==> src/rtl/nsap_pkg.sv <==
// Purpose: shared constants and types of the nvm software access port
// Assumes: 50 MHz ref_clk_in, 32-bit register port
// Notes: serial memory is read with a single-byte read opcode
package nsap_pkg;

    // ==================== register map
    localparam logic [7:0] NSAP_CTRL_OFS = 8'h10;
    localparam logic [7:0] NSAP_WORD_READ_OFS = 8'h14;

    // ==================== control register fields
    localparam int NSAP_SK_BIT = 0;
    localparam int NSAP_CS_BIT = 1;
    localparam int NSAP_DI_BIT = 2;
    localparam int NSAP_DO_BIT = 3;
    localparam int NSAP_PERMIT_LSB = 4;
    localparam int NSAP_REQ_BIT = 6;
    localparam int NSAP_GNT_BIT = 7;
    localparam int NSAP_PRES_BIT = 8;
    localparam int NSAP_AUPD_BIT = 20;
    localparam int NSAP_SEC1_BIT = 22;
    localparam int NSAP_KIND_BIT = 23;
    localparam logic [1:0] NSAP_PERMIT_RST = 2'h1;
    localparam logic [1:0] NSAP_PERMIT_ERASE = 2'h0;
    localparam logic [1:0] NSAP_PERMIT_WRITE = 2'h2;
    localparam logic [1:0] NSAP_PERMIT_BAD = 2'h3;

    // ==================== word read register fields
    localparam int NSAP_START_BIT = 0;
    localparam int NSAP_DONE_BIT = 1;
    localparam int NSAP_ADDR_LSB = 2;
    localparam int NSAP_ADDR_W = 14;
    localparam int NSAP_DATA_LSB = 16;
    localparam int NSAP_DATA_W = 16;
    localparam logic NSAP_DONE_RST = 1'b1;

    // ==================== serial read engine
    localparam logic [7:0] NSAP_READ_OP = 8'h03;
    localparam int NSAP_ADDR_BITS = 16;
    localparam int NSAP_SK_HALF = 4;

    // ==================== timing
    localparam int NSAP_CLK_MHZ = 50;
    localparam int NSAP_UPDATE_TIME_US = 1000;
    localparam int NSAP_UPDATE_CYCLES = NSAP_UPDATE_TIME_US * NSAP_CLK_MHZ;

    typedef enum {NSAP_FS_IDLE, NSAP_FS_LOW, NSAP_FS_HIGH} nsap_fetch_st_t;

    // word read register image
    typedef struct packed {
        logic [15:0] data;
        logic [13:0] addr;
        logic done;
        logic start;
    } nsap_word_read_t;

    // result of the hardware autoload
    typedef struct packed {
        logic sig_ok;
        logic sector_one;
        logic kind;
    } nsap_autoload_t;

endpackage

==> src/rtl/nsap_access_port.sv <==
// Purpose: software access port to an external serial non-volatile memory
// Assumes: register port reads answer one cycle after the strobe
// Notes: direct bit access and the word read engine share the pins
module nsap_access_port #(
    parameter int UPDATE_CYCLES = nsap_pkg::NSAP_UPDATE_CYCLES,
    parameter int SK_HALF = nsap_pkg::NSAP_SK_HALF
) (
    // clock and reset
    input wire logic ref_clk_in,
    input wire logic rst_b_in,
    // register port
    input wire logic [7:0] reg_addr_in,
    input wire logic [31:0] reg_wdata_in,
    input wire logic reg_wr_in,
    input wire logic reg_rd_in,
    output logic [31:0] reg_rdata_out,
    // autoload and strap
    input wire logic autoload_valid_in,
    input wire nsap_pkg::nsap_autoload_t autoload_in,
    input wire logic flash_strap_in,
    // flash control
    input wire logic flash_write_cycle_in,
    output logic flash_write_ok_out,
    output logic flash_erase_ok_out,
    output logic auto_update_req_out,
    // memory pins
    output logic nvm_sck_out,
    output logic nvm_cs_out,
    output logic nvm_di_out,
    input wire logic nvm_do_in
);
    import nsap_pkg::*;

    logic nvm_serial_clock_bit_q;
    logic nvm_select_bit_q;
    logic nvm_data_in_bit_q;
    logic nvm_serial_out_bit_q;
    logic [1:0] flash_write_permit_q;
    logic nvm_access_req_q;
    logic nvm_access_grant_q;
    logic auto_flash_update_en_q;
    logic strap_taken_q;
    logic is_flash_q;
    logic loaded_q;
    nsap_autoload_t autoload_q;
    logic nvm_present_flag;
    logic upper_sector_valid;
    nsap_word_read_t word_read_q;
    logic start_ok;
    logic wr_ctrl;
    logic wr_word;
    logic fetch_busy;
    logic fetch_done;
    logic [15:0] fetch_data;
    logic fetch_sck;
    logic fetch_cs;
    logic fetch_di;
    logic update_req;
    logic [31:0] ctrl_image;

    assign wr_ctrl = reg_wr_in && (reg_addr_in == NSAP_CTRL_OFS);
    assign wr_word = reg_wr_in && (reg_addr_in == NSAP_WORD_READ_OFS);

    // ==================== direct access control bits
    always_ff @(posedge ref_clk_in)
    begin
        if (!rst_b_in)
        begin
            nvm_serial_clock_bit_q <= 1'b0;
            nvm_select_bit_q <= 1'b0;
            nvm_data_in_bit_q <= 1'b0;
            flash_write_permit_q <= NSAP_PERMIT_RST;
            nvm_access_req_q <= 1'b0;
            auto_flash_update_en_q <= 1'b0;
        end
        else if (wr_ctrl)
        begin
            nvm_serial_clock_bit_q <= reg_wdata_in[NSAP_SK_BIT];
            nvm_select_bit_q <= reg_wdata_in[NSAP_CS_BIT];
            nvm_data_in_bit_q <= reg_wdata_in[NSAP_DI_BIT];
            // the forbidden permit code is dropped
            if (reg_wdata_in[NSAP_PERMIT_LSB+:2] != NSAP_PERMIT_BAD)
                flash_write_permit_q <= reg_wdata_in[NSAP_PERMIT_LSB+:2];
            nvm_access_req_q <= reg_wdata_in[NSAP_REQ_BIT];
            auto_flash_update_en_q <= reg_wdata_in[NSAP_AUPD_BIT];
        end
    end

    // ==================== memory data output sample
    always_ff @(posedge ref_clk_in)
    begin
        if (!rst_b_in)
            nvm_serial_out_bit_q <= 1'b0;
        else
            nvm_serial_out_bit_q <= nvm_do_in;
    end

    // ==================== access grant
    // grant waits for a running fetch to release the pins
    always_ff @(posedge ref_clk_in)
    begin
        if (!rst_b_in)
            nvm_access_grant_q <= 1'b0;
        else if (!nvm_access_req_q)
            nvm_access_grant_q <= 1'b0;
        else if (!fetch_busy && !start_ok)
            nvm_access_grant_q <= 1'b1;
    end

    // ==================== strap and autoload results
    always_ff @(posedge ref_clk_in)
    begin
        if (!rst_b_in)
        begin
            strap_taken_q <= 1'b0;
            is_flash_q <= 1'b0;
        end
        else if (!strap_taken_q)
        begin
            strap_taken_q <= 1'b1;
            is_flash_q <= flash_strap_in;
        end
    end

    always_ff @(posedge ref_clk_in)
    begin
        if (!rst_b_in)
        begin
            loaded_q <= 1'b0;
            autoload_q <= '0;
        end
        else if (autoload_valid_in)
        begin
            loaded_q <= 1'b1;
            autoload_q <= autoload_in;
        end
    end

    assign nvm_present_flag = loaded_q && autoload_q.sig_ok;
    assign upper_sector_valid = nvm_present_flag && is_flash_q && autoload_q.sector_one;

    // ==================== word read register
    assign start_ok = wr_word && reg_wdata_in[NSAP_START_BIT] && !fetch_busy && !nvm_access_grant_q;

    always_ff @(posedge ref_clk_in)
    begin
        if (!rst_b_in)
        begin
            word_read_q.start <= 1'b0;
            word_read_q.done <= NSAP_DONE_RST;
            word_read_q.addr <= '0;
            word_read_q.data <= 16'h0000;
        end
        else
        begin
            word_read_q.start <= 1'b0;
            if (start_ok)
            begin
                word_read_q.start <= 1'b1;
                word_read_q.done <= 1'b0;
                word_read_q.addr <= reg_wdata_in[NSAP_ADDR_LSB+:NSAP_ADDR_W];
            end
            else if (fetch_done)
                word_read_q.done <= 1'b1;
            else if (wr_word && !fetch_busy && word_read_q.done)
                word_read_q.addr <= reg_wdata_in[NSAP_ADDR_LSB+:NSAP_ADDR_W];
            // completed word kept even when a new start lands in the same cycle
            if (fetch_done)
                word_read_q.data <= fetch_data;
        end
    end

    nsap_word_fetch #(
        .ADDR_BITS(NSAP_ADDR_BITS),
        .SK_HALF(SK_HALF)
    ) u_fetch (
        .ref_clk_in(ref_clk_in),
        .rst_b_in(rst_b_in),
        .start_in(start_ok),
        .addr_in(reg_wdata_in[NSAP_ADDR_LSB+:NSAP_ADDR_W]),
        .busy_out(fetch_busy),
        .done_out(fetch_done),
        .data_out(fetch_data),
        .sck_out(fetch_sck),
        .cs_out(fetch_cs),
        .di_out(fetch_di),
        .do_in(nvm_do_in)
    );

    // ==================== autonomous flash update
    nsap_update_timer #(
        .UPDATE_CYCLES(UPDATE_CYCLES)
    ) u_timer (
        .ref_clk_in(ref_clk_in),
        .rst_b_in(rst_b_in),
        .en_in(auto_flash_update_en_q && is_flash_q),
        .write_cycle_in(flash_write_cycle_in),
        .update_req_out(update_req)
    );

    // ==================== pin and flag outputs
    always_ff @(posedge ref_clk_in)
    begin
        if (!rst_b_in)
        begin
            nvm_sck_out <= 1'b0;
            nvm_cs_out <= 1'b0;
            nvm_di_out <= 1'b0;
            flash_write_ok_out <= 1'b0;
            flash_erase_ok_out <= 1'b0;
            auto_update_req_out <= 1'b0;
        end
        else
        begin
            if (nvm_access_grant_q)
            begin
                // software toggles clock with select held high
                nvm_sck_out <= nvm_serial_clock_bit_q;
                nvm_cs_out <= nvm_select_bit_q;
                nvm_di_out <= nvm_data_in_bit_q;
            end
            else
            begin
                nvm_sck_out <= fetch_sck;
                nvm_cs_out <= fetch_cs;
                nvm_di_out <= fetch_di;
            end
            flash_write_ok_out <= (flash_write_permit_q == NSAP_PERMIT_WRITE);
            flash_erase_ok_out <= (flash_write_permit_q == NSAP_PERMIT_ERASE);
            auto_update_req_out <= update_req;
        end
    end

    // ==================== register read
    always_comb
    begin
        ctrl_image = 32'h0000_0000;
        ctrl_image[NSAP_SK_BIT] = nvm_serial_clock_bit_q;
        ctrl_image[NSAP_CS_BIT] = nvm_select_bit_q;
        ctrl_image[NSAP_DI_BIT] = nvm_data_in_bit_q;
        ctrl_image[NSAP_DO_BIT] = nvm_serial_out_bit_q;
        ctrl_image[NSAP_PERMIT_LSB+:2] = flash_write_permit_q;
        ctrl_image[NSAP_REQ_BIT] = nvm_access_req_q;
        ctrl_image[NSAP_GNT_BIT] = nvm_access_grant_q;
        ctrl_image[NSAP_PRES_BIT] = nvm_present_flag;
        ctrl_image[NSAP_AUPD_BIT] = auto_flash_update_en_q;
        ctrl_image[NSAP_SEC1_BIT] = upper_sector_valid;
        ctrl_image[NSAP_KIND_BIT] = autoload_q.kind;
    end

    always_ff @(posedge ref_clk_in)
    begin
        if (!rst_b_in)
            reg_rdata_out <= 32'h0000_0000;
        else if (reg_rd_in && reg_addr_in == NSAP_CTRL_OFS)
            reg_rdata_out <= ctrl_image;
        else if (reg_rd_in && reg_addr_in == NSAP_WORD_READ_OFS)
            reg_rdata_out <= word_read_q;
        else
            reg_rdata_out <= 32'h0000_0000;
    end

endmodule // nsap_access_port

==> src/rtl/nsap_word_fetch.sv <==
// Purpose: fetches one 16-bit word from the serial memory
// Assumes: opcode, byte address, then two data bytes, low byte first
// Notes: data sampled at end of each clock-high half
module nsap_word_fetch #(
    parameter int ADDR_BITS = nsap_pkg::NSAP_ADDR_BITS,
    parameter int SK_HALF = nsap_pkg::NSAP_SK_HALF
) (
    // clock and reset
    input wire logic ref_clk_in,
    input wire logic rst_b_in,
    // request and answer
    input wire logic start_in,
    input wire logic [nsap_pkg::NSAP_ADDR_W-1:0] addr_in,
    output logic busy_out,
    output logic done_out,
    output logic [15:0] data_out,
    // serial lines
    output logic sck_out,
    output logic cs_out,
    output logic di_out,
    input wire logic do_in
);
    import nsap_pkg::*;

    localparam int SR_W = 8 + ADDR_BITS;
    localparam int TOTAL = SR_W + 16;

    nsap_fetch_st_t st_q;
    logic [7:0] div_q;
    logic [7:0] bit_q;
    logic [SR_W-1:0] sr_q;
    logic [15:0] rx_q;

    // ==================== sequencer
    always_ff @(posedge ref_clk_in)
    begin
        if (!rst_b_in)
        begin
            st_q <= NSAP_FS_IDLE;
            div_q <= 8'h00;
            bit_q <= 8'h00;
            sr_q <= '0;
            rx_q <= 16'h0000;
            done_out <= 1'b0;
            data_out <= 16'h0000;
        end
        else
        begin
            done_out <= 1'b0;
            unique case (st_q)
                NSAP_FS_IDLE:
                begin
                    if (start_in)
                    begin
                        sr_q <= {NSAP_READ_OP, ADDR_BITS'({addr_in, 1'b0})};
                        div_q <= 8'h00;
                        bit_q <= 8'h00;
                        st_q <= NSAP_FS_LOW;
                    end
                end
                NSAP_FS_LOW:
                begin
                    if (div_q == 8'(SK_HALF - 1))
                    begin
                        div_q <= 8'h00;
                        st_q <= NSAP_FS_HIGH;
                    end
                    else
                        div_q <= div_q + 8'h01;
                end
                NSAP_FS_HIGH:
                begin
                    if (div_q == 8'(SK_HALF - 1))
                    begin
                        div_q <= 8'h00;
                        rx_q <= {rx_q[14:0], do_in};
                        sr_q <= {sr_q[SR_W-2:0], 1'b0};
                        bit_q <= bit_q + 8'h01;
                        if (bit_q == 8'(TOTAL - 1))
                        begin
                            st_q <= NSAP_FS_IDLE;
                            done_out <= 1'b1;
                            data_out <= {rx_q[6:0], do_in, rx_q[14:7]};
                        end
                        else
                            st_q <= NSAP_FS_LOW;
                    end
                    else
                        div_q <= div_q + 8'h01;
                end
            endcase
        end
    end

    assign busy_out = (st_q != NSAP_FS_IDLE);
    assign cs_out = busy_out;
    assign sck_out = (st_q == NSAP_FS_HIGH);
    assign di_out = sr_q[SR_W-1];

endmodule // nsap_word_fetch

==> src/rtl/nsap_update_timer.sv <==
// Purpose: schedules autonomous flash updates
// Assumes: write_cycle_in is a one-cycle pulse per flash write cycle
// Notes: each write cycle restarts the delay
module nsap_update_timer #(
    parameter int UPDATE_CYCLES = nsap_pkg::NSAP_UPDATE_CYCLES
) (
    // clock and reset
    input wire logic ref_clk_in,
    input wire logic rst_b_in,
    // control
    input wire logic en_in,
    input wire logic write_cycle_in,
    // result
    output logic update_req_out
);
    import nsap_pkg::*;

    logic pending_q;
    logic [31:0] cnt_q;

    // ==================== delay after last write
    always_ff @(posedge ref_clk_in)
    begin
        if (!rst_b_in || !en_in)
        begin
            pending_q <= 1'b0;
            cnt_q <= 32'h0000_0000;
            update_req_out <= 1'b0;
        end
        else if (write_cycle_in)
        begin
            pending_q <= 1'b1;
            cnt_q <= 32'(UPDATE_CYCLES - 1);
            update_req_out <= 1'b0;
        end
        else if (pending_q && cnt_q == 32'h0000_0000)
        begin
            pending_q <= 1'b0;
            update_req_out <= 1'b1;
        end
        else
        begin
            update_req_out <= 1'b0;
            if (pending_q)
                cnt_q <= cnt_q - 32'h0000_0001;
        end
    end

endmodule // nsap_update_timer

==> config.mk <==
export PLATFORM = sky130hd
export DESIGN_NAME = nsap_access_port
export DESIGN_NICKNAME = d
export VERILOG_FILES = /design/src/rtl/nsap_pkg.sv /design/src/rtl/nsap_access_port.sv /design/src/rtl/nsap_word_fetch.sv /design/src/rtl/nsap_update_timer.sv
export SDC_FILE = /design/constraint.sdc
export NUM_CORES = 1
export LEC_CHECK = 0
export ABC_AREA = 1
export BUFFER_PORTS_ARGS = -buffer_cell sky130_fd_sc_hd__buf_2
export CAP_MARGIN = 20
export CORE_ASPECT_RATIO = 0.6
export CORE_MARGIN = 2
export CORE_UTILIZATION = 50
export CTS_CLUSTER_SIZE = 8
export DETAILED_ROUTE_END_ITERATION = 12
export GPL_ROUTABILITY_DRIVEN = 0
export GPL_TIMING_DRIVEN = 0
export PLACE_DENSITY = 0.76
export SYNTH_ARGS = -nofsm -noshare
export SYNTH_HDL_FRONTEND = slang
export SYNTH_SLANG_ARGS = --single-unit
==> constraint.sdc <==
create_clock -name ref_clk_in -period 4.35 [get_ports ref_clk_in]
set_input_delay 0.2175 -clock ref_clk_in [delete_from_list [all_inputs] [get_ports ref_clk_in]]
set_output_delay 0.2175 -clock ref_clk_in [all_outputs]
set_load 0.01 [all_outputs]
# ---- Word-level counts from Yosys, hierarchy flattened
# Index checks and enable logic that the tools add are counted.
dict set report op_classes {
  addsub 3
  multipliers 0
  div_mod_pow 0
  n_lt_le_gt_ge 0
  eq_ne 14
  shifts 0
  mux 31
  n_bitwise 3
  reduce_logical 43
}
# op n
set ops {}
lappend ops {{$mux 24} 4}
lappend ops {{$mux 32} 3}
lappend ops {{$pmux 32 s3} 1}
lappend ops {{$logic_not 32->1} 2}
lappend ops {{$mux 16} 3}
lappend ops {{$pmux 24 s2} 1}
lappend ops {{$eq 32x1->1 const B} 1}
lappend ops {{$eq 32x2->1 const B} 1}
lappend ops {{$eq 32x3->1 const B} 1}
lappend ops {{$pmux 8 s2} 2}
lappend ops {{$reduce_bool 32->1} 1}
lappend ops {{$sub 32x1->32 const B} 1}
lappend ops {{$mux 14} 2}
lappend ops {{$mux 8} 3}
lappend ops {{$add 8x1->8 const B} 2}
lappend ops {{$eq 8x5->1 const B} 2}
lappend ops {{$logic_and 1x1->1} 15}
lappend ops {{$mux 15} 1}
lappend ops {{$reduce_and 2->1} 6}
lappend ops {{$reduce_and 3->1} 4}
lappend ops {{$mux 1} 11}
lappend ops {{$reduce_bool 2->1} 5}
lappend ops {{$eq 8x2->1 const B} 1}
lappend ops {{$eq 8x6->1 const B} 1}
lappend ops {{9 further kinds} 20}
dict set report totals {
  ff_bits 223
  latch_bits 0
  mem_bits_rw 0
  romBits 0
  n_memories 0
}

# ---- Depth between registers and ports, before layout
dict set report depth {
  word_depth 7
  mapped_depth 12
  mapped_depth_nobuf 12
}

# ---- By module
# A second synthesis with hierarchy kept.
dict set report hier_totals {
  cells_unflattened 1220
  area_unflattened_um2 8688.3
}
# mod instances cells_per_inst area_per_inst_um2
set modules_own_cells {}
lappend modules_own_cells {nsap_word_fetch 1 453 3400.8}
lappend modules_own_cells {nsap_access_port 1 372 2969.1}
lappend modules_own_cells {nsap_update_timer 1 395 2318.5}

# ---- Worst setup path after synthesis
# Ideal clock, no wire load.
dict set report synth_path {
  kind {register to register}
  startpoint {register u_fetch.st_q[0]}
  endpoint {register u_fetch.sr_q[21]}
  setup_time_ps 121
  arrival_ps 1619
  required_ps 4229
  slack_ps 2609
  path_stages_with_launch 13
  period_less_slack_ps 1741
  path_cell_list {dfxtp_1 inv_1 ha_1 buf_2 nand2_1 inv_1 nand4_2 nand2_2 nand2_4 buf_6 buf_8 o21ai_2 nor2_1}
}
dict set report synth_between {
  elab_chain_len 6
  elab_cells_between_ends 11
  classes_between {eq/ne: 3; mux: 1; reduce/logical: 7}
}
# item line_no
set synth_lines {}
lappend synth_lines {{from (decl)} nsap_word_fetch.sv:28} ;# nsap_fetch_st_t st_q;
lappend synth_lines {{from (signal assigned)} nsap_word_fetch.sv:39} ;# st_q <= NSAP_FS_IDLE;
lappend synth_lines {{from (signal assigned)} nsap_word_fetch.sv:58} ;# st_q <= NSAP_FS_LOW;
lappend synth_lines {{from (signal assigned)} nsap_word_fetch.sv:66} ;# st_q <= NSAP_FS_HIGH;
lappend synth_lines {{$reduce_bool 32->1} nsap_word_fetch.sv:95} ;# assign busy_out = (st_q != NSAP_FS_IDLE);
lappend synth_lines {{$logic_not 1->1} nsap_access_port.sv:143} ;# assign start_ok = wr_word && reg_wdata_in[NSAP_START_BIT] && !fetch_busy && !nvm_access_grant_q;
lappend synth_lines {{$logic_and 1x1->1 (2 in a row)} nsap_access_port.sv:143}
lappend synth_lines {{$ne 2x2->1 (no line)} n/a}
lappend synth_lines {{$reduce_and 3->1 (no line)} n/a}
lappend synth_lines {{to (signal assigned)} nsap_word_fetch.sv:55} ;# sr_q <= {NSAP_READ_OP, ADDR_BITS'({addr_in, 1'b0})};
lappend synth_lines {{to (signal assigned)} nsap_word_fetch.sv:77} ;# sr_q <= {sr_q[SR_W-2:0], 1'b0};
lappend synth_lines {{to (decl)} nsap_word_fetch.sv:31} ;# logic [SR_W-1:0] sr_q;
# Several ways; a longest one is shown, not always the timed one.
# A chain may end at the register's enable or synchronous reset.

# ---- Final worst setup path
dict set report layout_path {
  startpoint {input rst_b_in}
  endpoint {register u_timer.update_req_out}
}
dict set report layout_between {
  elab_chain_len 3
}
# item line_no
set layout_lines {}
lappend layout_lines {{from (decl)} nsap_access_port.sv:10} ;# input wire logic rst_b_in,
lappend layout_lines {{$logic_not 1->1} n/a}
lappend layout_lines {{$logic_or 1x1->1} nsap_update_timer.sv:24} ;# if (!rst_b_in || !en_in)
lappend layout_lines {{$reduce_or 2->1 (no line)} n/a}
lappend layout_lines {{to (signal assigned)} nsap_update_timer.sv:28} ;# update_req_out <= 1'b0;
lappend layout_lines {{to (signal assigned)} nsap_update_timer.sv:34} ;# update_req_out <= 1'b0;
lappend layout_lines {{to (signal assigned)} nsap_update_timer.sv:39} ;# update_req_out <= 1'b1;
lappend layout_lines {{to (decl)} nsap_update_timer.sv:14} ;# output logic update_req_out
# No other way between the ends.

==> reports/metrics.cfg <==
[outcome]
status=finished clean

[sta]
hold_viol=0
rsz0062_at_grt=no
fin_skew_ns=0.0128
finalSetupViolCount=0
fin_crit_ns=2.53
fin_crit_sh_pct=58.3
drv_slew=0
setup_tns_ns=0
slew-limit-headroom_pct=47.6
max_slew.worst_pin.slew_ns=0.784
max_clock_freq_ghz=0.395

[clocking]
cts_buffer_depth=2
clkSinkCount=192
cts_resized=0
post-cts-setup-buffers=0
worstSkewPairLatency_ns=0.43
clock-root-buffer=clkbuf_16
htree_levels=4
cts.clk_slew.worst_paths_ns=0.08
cts_made_buffers=17
cts_tree=built

[route]
ant_nets=0
first_pass_iters=5
avgRoutedWirePerCell_um=15.3
first_iter_violations=715
vias_per_cell=5.38
vias=7718
drcViolationCount=0
wirelength_mm=22.0

[synthesis]
syn_area_sq_um=8070
synth-seq-cells=192
synth_nets=1184
synth_cells=1127
avgSynthCellArea_sq_um=7.16
yosysSeqAreaShare_pct=47.6
synth_edf_count=0
synth_cell_types=41
synthArstFlopShare_pct=0
synth-main-ff-cell=dfxtp_1
synth_warnings=0

[setup_path]
required_ns=4.61
crit_start=rst_b_in
cpMaxStageDelayCell=nor2_1
crit_path_max_fanout=8
critPathMaxStageDelay_ns=0.72
crit_type=input port to flop
end_kind=flop
cpMostUsedCell=buf_2
worstPathArrival_ns=2.79
critPathLaunchType=input port
path_cells=dlygate4sd3_1 > buf_2 > buf_2 > nand3_1 > nor2_1 > nand2_1 > nor4_1
reg2reg_from=u_timer.cnt_q[0]$_SDFFE_PP0P_

[grt]
grt_pass1_vias=6840
antenna_found_initial=1
grt_pass1_wl_mm=34.9
track_usage_pct=25.9
grt_overflow=0
grt_max_degree=21

[finish]
area_delta_synth_final_pct=15.1
nNetsFinal=1276
drive_gt1_share_pct=10.9

[floorplan]
rows=35
start_util_pct=51.9
core_area_sq_um=15500
die_x_um=168
die_area_sq_um=17200
pin_count=89
die_height_um=102

[power]
ir_drop_mv=0.214
power_density_nw_per_um2=377
cellLeakagePower_nw=4.00
power_w=0.00351

[min_path]
hold_path.class=input port to flop
hp-start=autoload_in[2]

[run]
max-cap-violations=0

[placed_design]
portBuffers=72
detailed_place_hpwl_mm=16.2

==> report_power, final <==
part	switching (W)	internal (W)	leakage, nW	total, W
combinational	0.000111	0.0000571	2.17	0.000168
clock	0.000771	0.000777	0.289	0.00155
sequential	0.0000121	0.00178	1.55	0.00179
==> critical path, delay by kind of cell <==
kind | cells | cell delay [ns]
buffers and inverters | 3 | 0.83
AND/OR/NAND/NOR | 4 | 1.74
==> final timing paths <==
kind | to | slack, ns | depth (start not counted)
worst max-delay path | u_timer.update_req_out$_SDFF_PP0_ | 1.82 | 7
worst min-delay path | autoload_q[2]$_SDFFE_PN0P_ | 0.02 | 3
worst max register to register | u_timer.cnt_q[8]$_SDFFE_PP0P_ | 1.95 | 11
worst min register to register | flash_erase_ok_out$_SDFF_PN0_ | 0.42 | 1
==> cell usage after synthesis, drive strengths merged (2+ instances only) <==
cell | number | area (sq um)
a211oi | 5 | 37.5
a21oi | 99 | 507
a31oi | 2 | 12.5
buf | 18 | 113
clkbuf | 28 | 105
dfxtp | 192 | 3840
ha | 6 | 75.1
inv | 126 | 473
nand2 | 234 | 891
nand3 | 59 | 300
nand3b | 3 | 22.5
nand4 | 12 | 81.3
nor2 | 200 | 756
nor3 | 7 | 40.0
nor3b | 4 | 30.0
o21ai | 97 | 504
o22ai | 7 | 43.8
o32ai | 6 | 52.6
or2 | 2 | 12.5
xnor2 | 8 | 70.1
xor2 | 7 | 61.3
==> cell usage in the layout (no fill, tap or decap), drive strengths merged <==
| cell type | netlist | layout |
|---|---|---|
| mux2i | 1 | 1 |
| nand2 | 234 | 234 |
| o21ai | 97 | 97 |
| a31oi | 2 | 2 |
| dfxtp | 192 | 192 |
| clkbuf | 28 | 45 |
| nand3b | 3 | 3 |
| clkinv | 1 | 7 |
| nor3b | 4 | 4 |
| nor3 | 7 | 7 |
| or2 | 2 | 2 |
| a21oi | 99 | 99 |
| nand4 | 12 | 12 |
| diode | 0 | 1 |
| nor4 | 1 | 1 |
| xor2 | 7 | 7 |
| xnor2 | 8 | 8 |
| buf | 18 | 90 |
| o21a | 1 | 1 |
| o2111ai | 1 | 1 |
| nand3 | 59 | 59 |
| o32ai | 6 | 6 |
| ha | 6 | 6 |
| nor2 | 200 | 200 |
| o22ai | 7 | 7 |
| a211oi | 5 | 5 |
| inv | 126 | 134 |
| dlygate4sd3 | 0 | 1 |
==> logic make-up (layout without fill, tap and decap cells) <==
kind of cell             count (synthesis)  after routing  share of synthesized area (%)
AO/OA/AOI/OAI                          218            218                           14.6
XOR/XNOR                                15             15                           1.63
adder cells (fa/ha/maj)                  6              6                          0.930
buffers and inverters                  173            277                           8.60
flip-flops                             192            192                           47.6
multiplexers                             1              1                          0.124
other                                    0              1                              0
AND/OR/NAND/NOR                        522            522                           26.5
==> timing repair <==
action                                  CTS  global route
endpoints found under the hold margin     1             0
endpoints found under the setup margin    0             0
hold buffers                              1             0
==> through the flow <==
| stage | worst slack, ns | std cells | util [%] | instance area, sq um | hold slack (ns) |
|---|---|---|---|---|---|
| 2_1_floorplan | 2.61 | 1127 | - | 8070 | 0.245 |
| 3_3_place_gp | 2.08 | 1402 | 55.9 | 8690 | 0.335 |
| 3_5_place_dp | 2.08 | 1402 | 55.9 | 8690 | 0.339 |
| 4_1_cts | 1.98 | 1434 | 59.8 | 9290 | 0.0180 |
| 5_1_grt | 1.72 | 1434 | 59.8 | 9290 | 0.0283 |
| 6_report | 1.82 | 1435 | 59.8 | 9290 | 0.0233 |
==> state kept, by name, indices dropped and copies added (netlist names), 2 cells and up <==
signal / cells
autoload_q: 3
u_timer.cnt_q: 32
u_fetch.rx_q: 15
u_fetch.sr_q: 23
u_fetch.bit_q: 8
word_read_q: 32
flash_write_permit_q: 2
reg_rdata_out: 32
u_fetch.data_out: 16
u_fetch.st_q: 2
u_fetch.div_q: 8
==> routing by layer <==
metal  part of all wire (%)  track usage, %  vias to the layer above  wire, um
li1                       -               -                     3802         -
met1                     49            39.4                     3505     10800
met2                     37            34.6                      382      8230
met3                     12            7.75                       29      2650
met4                    1.2            7.82                        0       269
met5                      0               0                        -         0
==> cell type report <==
cell class / count / area (sq um)
Antenna cell: 1 / 2.50
Timing Repair Buffer: 73 / 370
Clock inverter: 14 / 165
Multi-Input combinational cell: 762 / 3540
Clock buffer: 17 / 425
Sequential cell: 192 / 3840
Fill cell: 1392 / 6250
Buffer: 46 / 218
Inverter: 127 / 477
Tap cell: 203 / 254
Note: power is estimated with default switching activity, not from simulation.
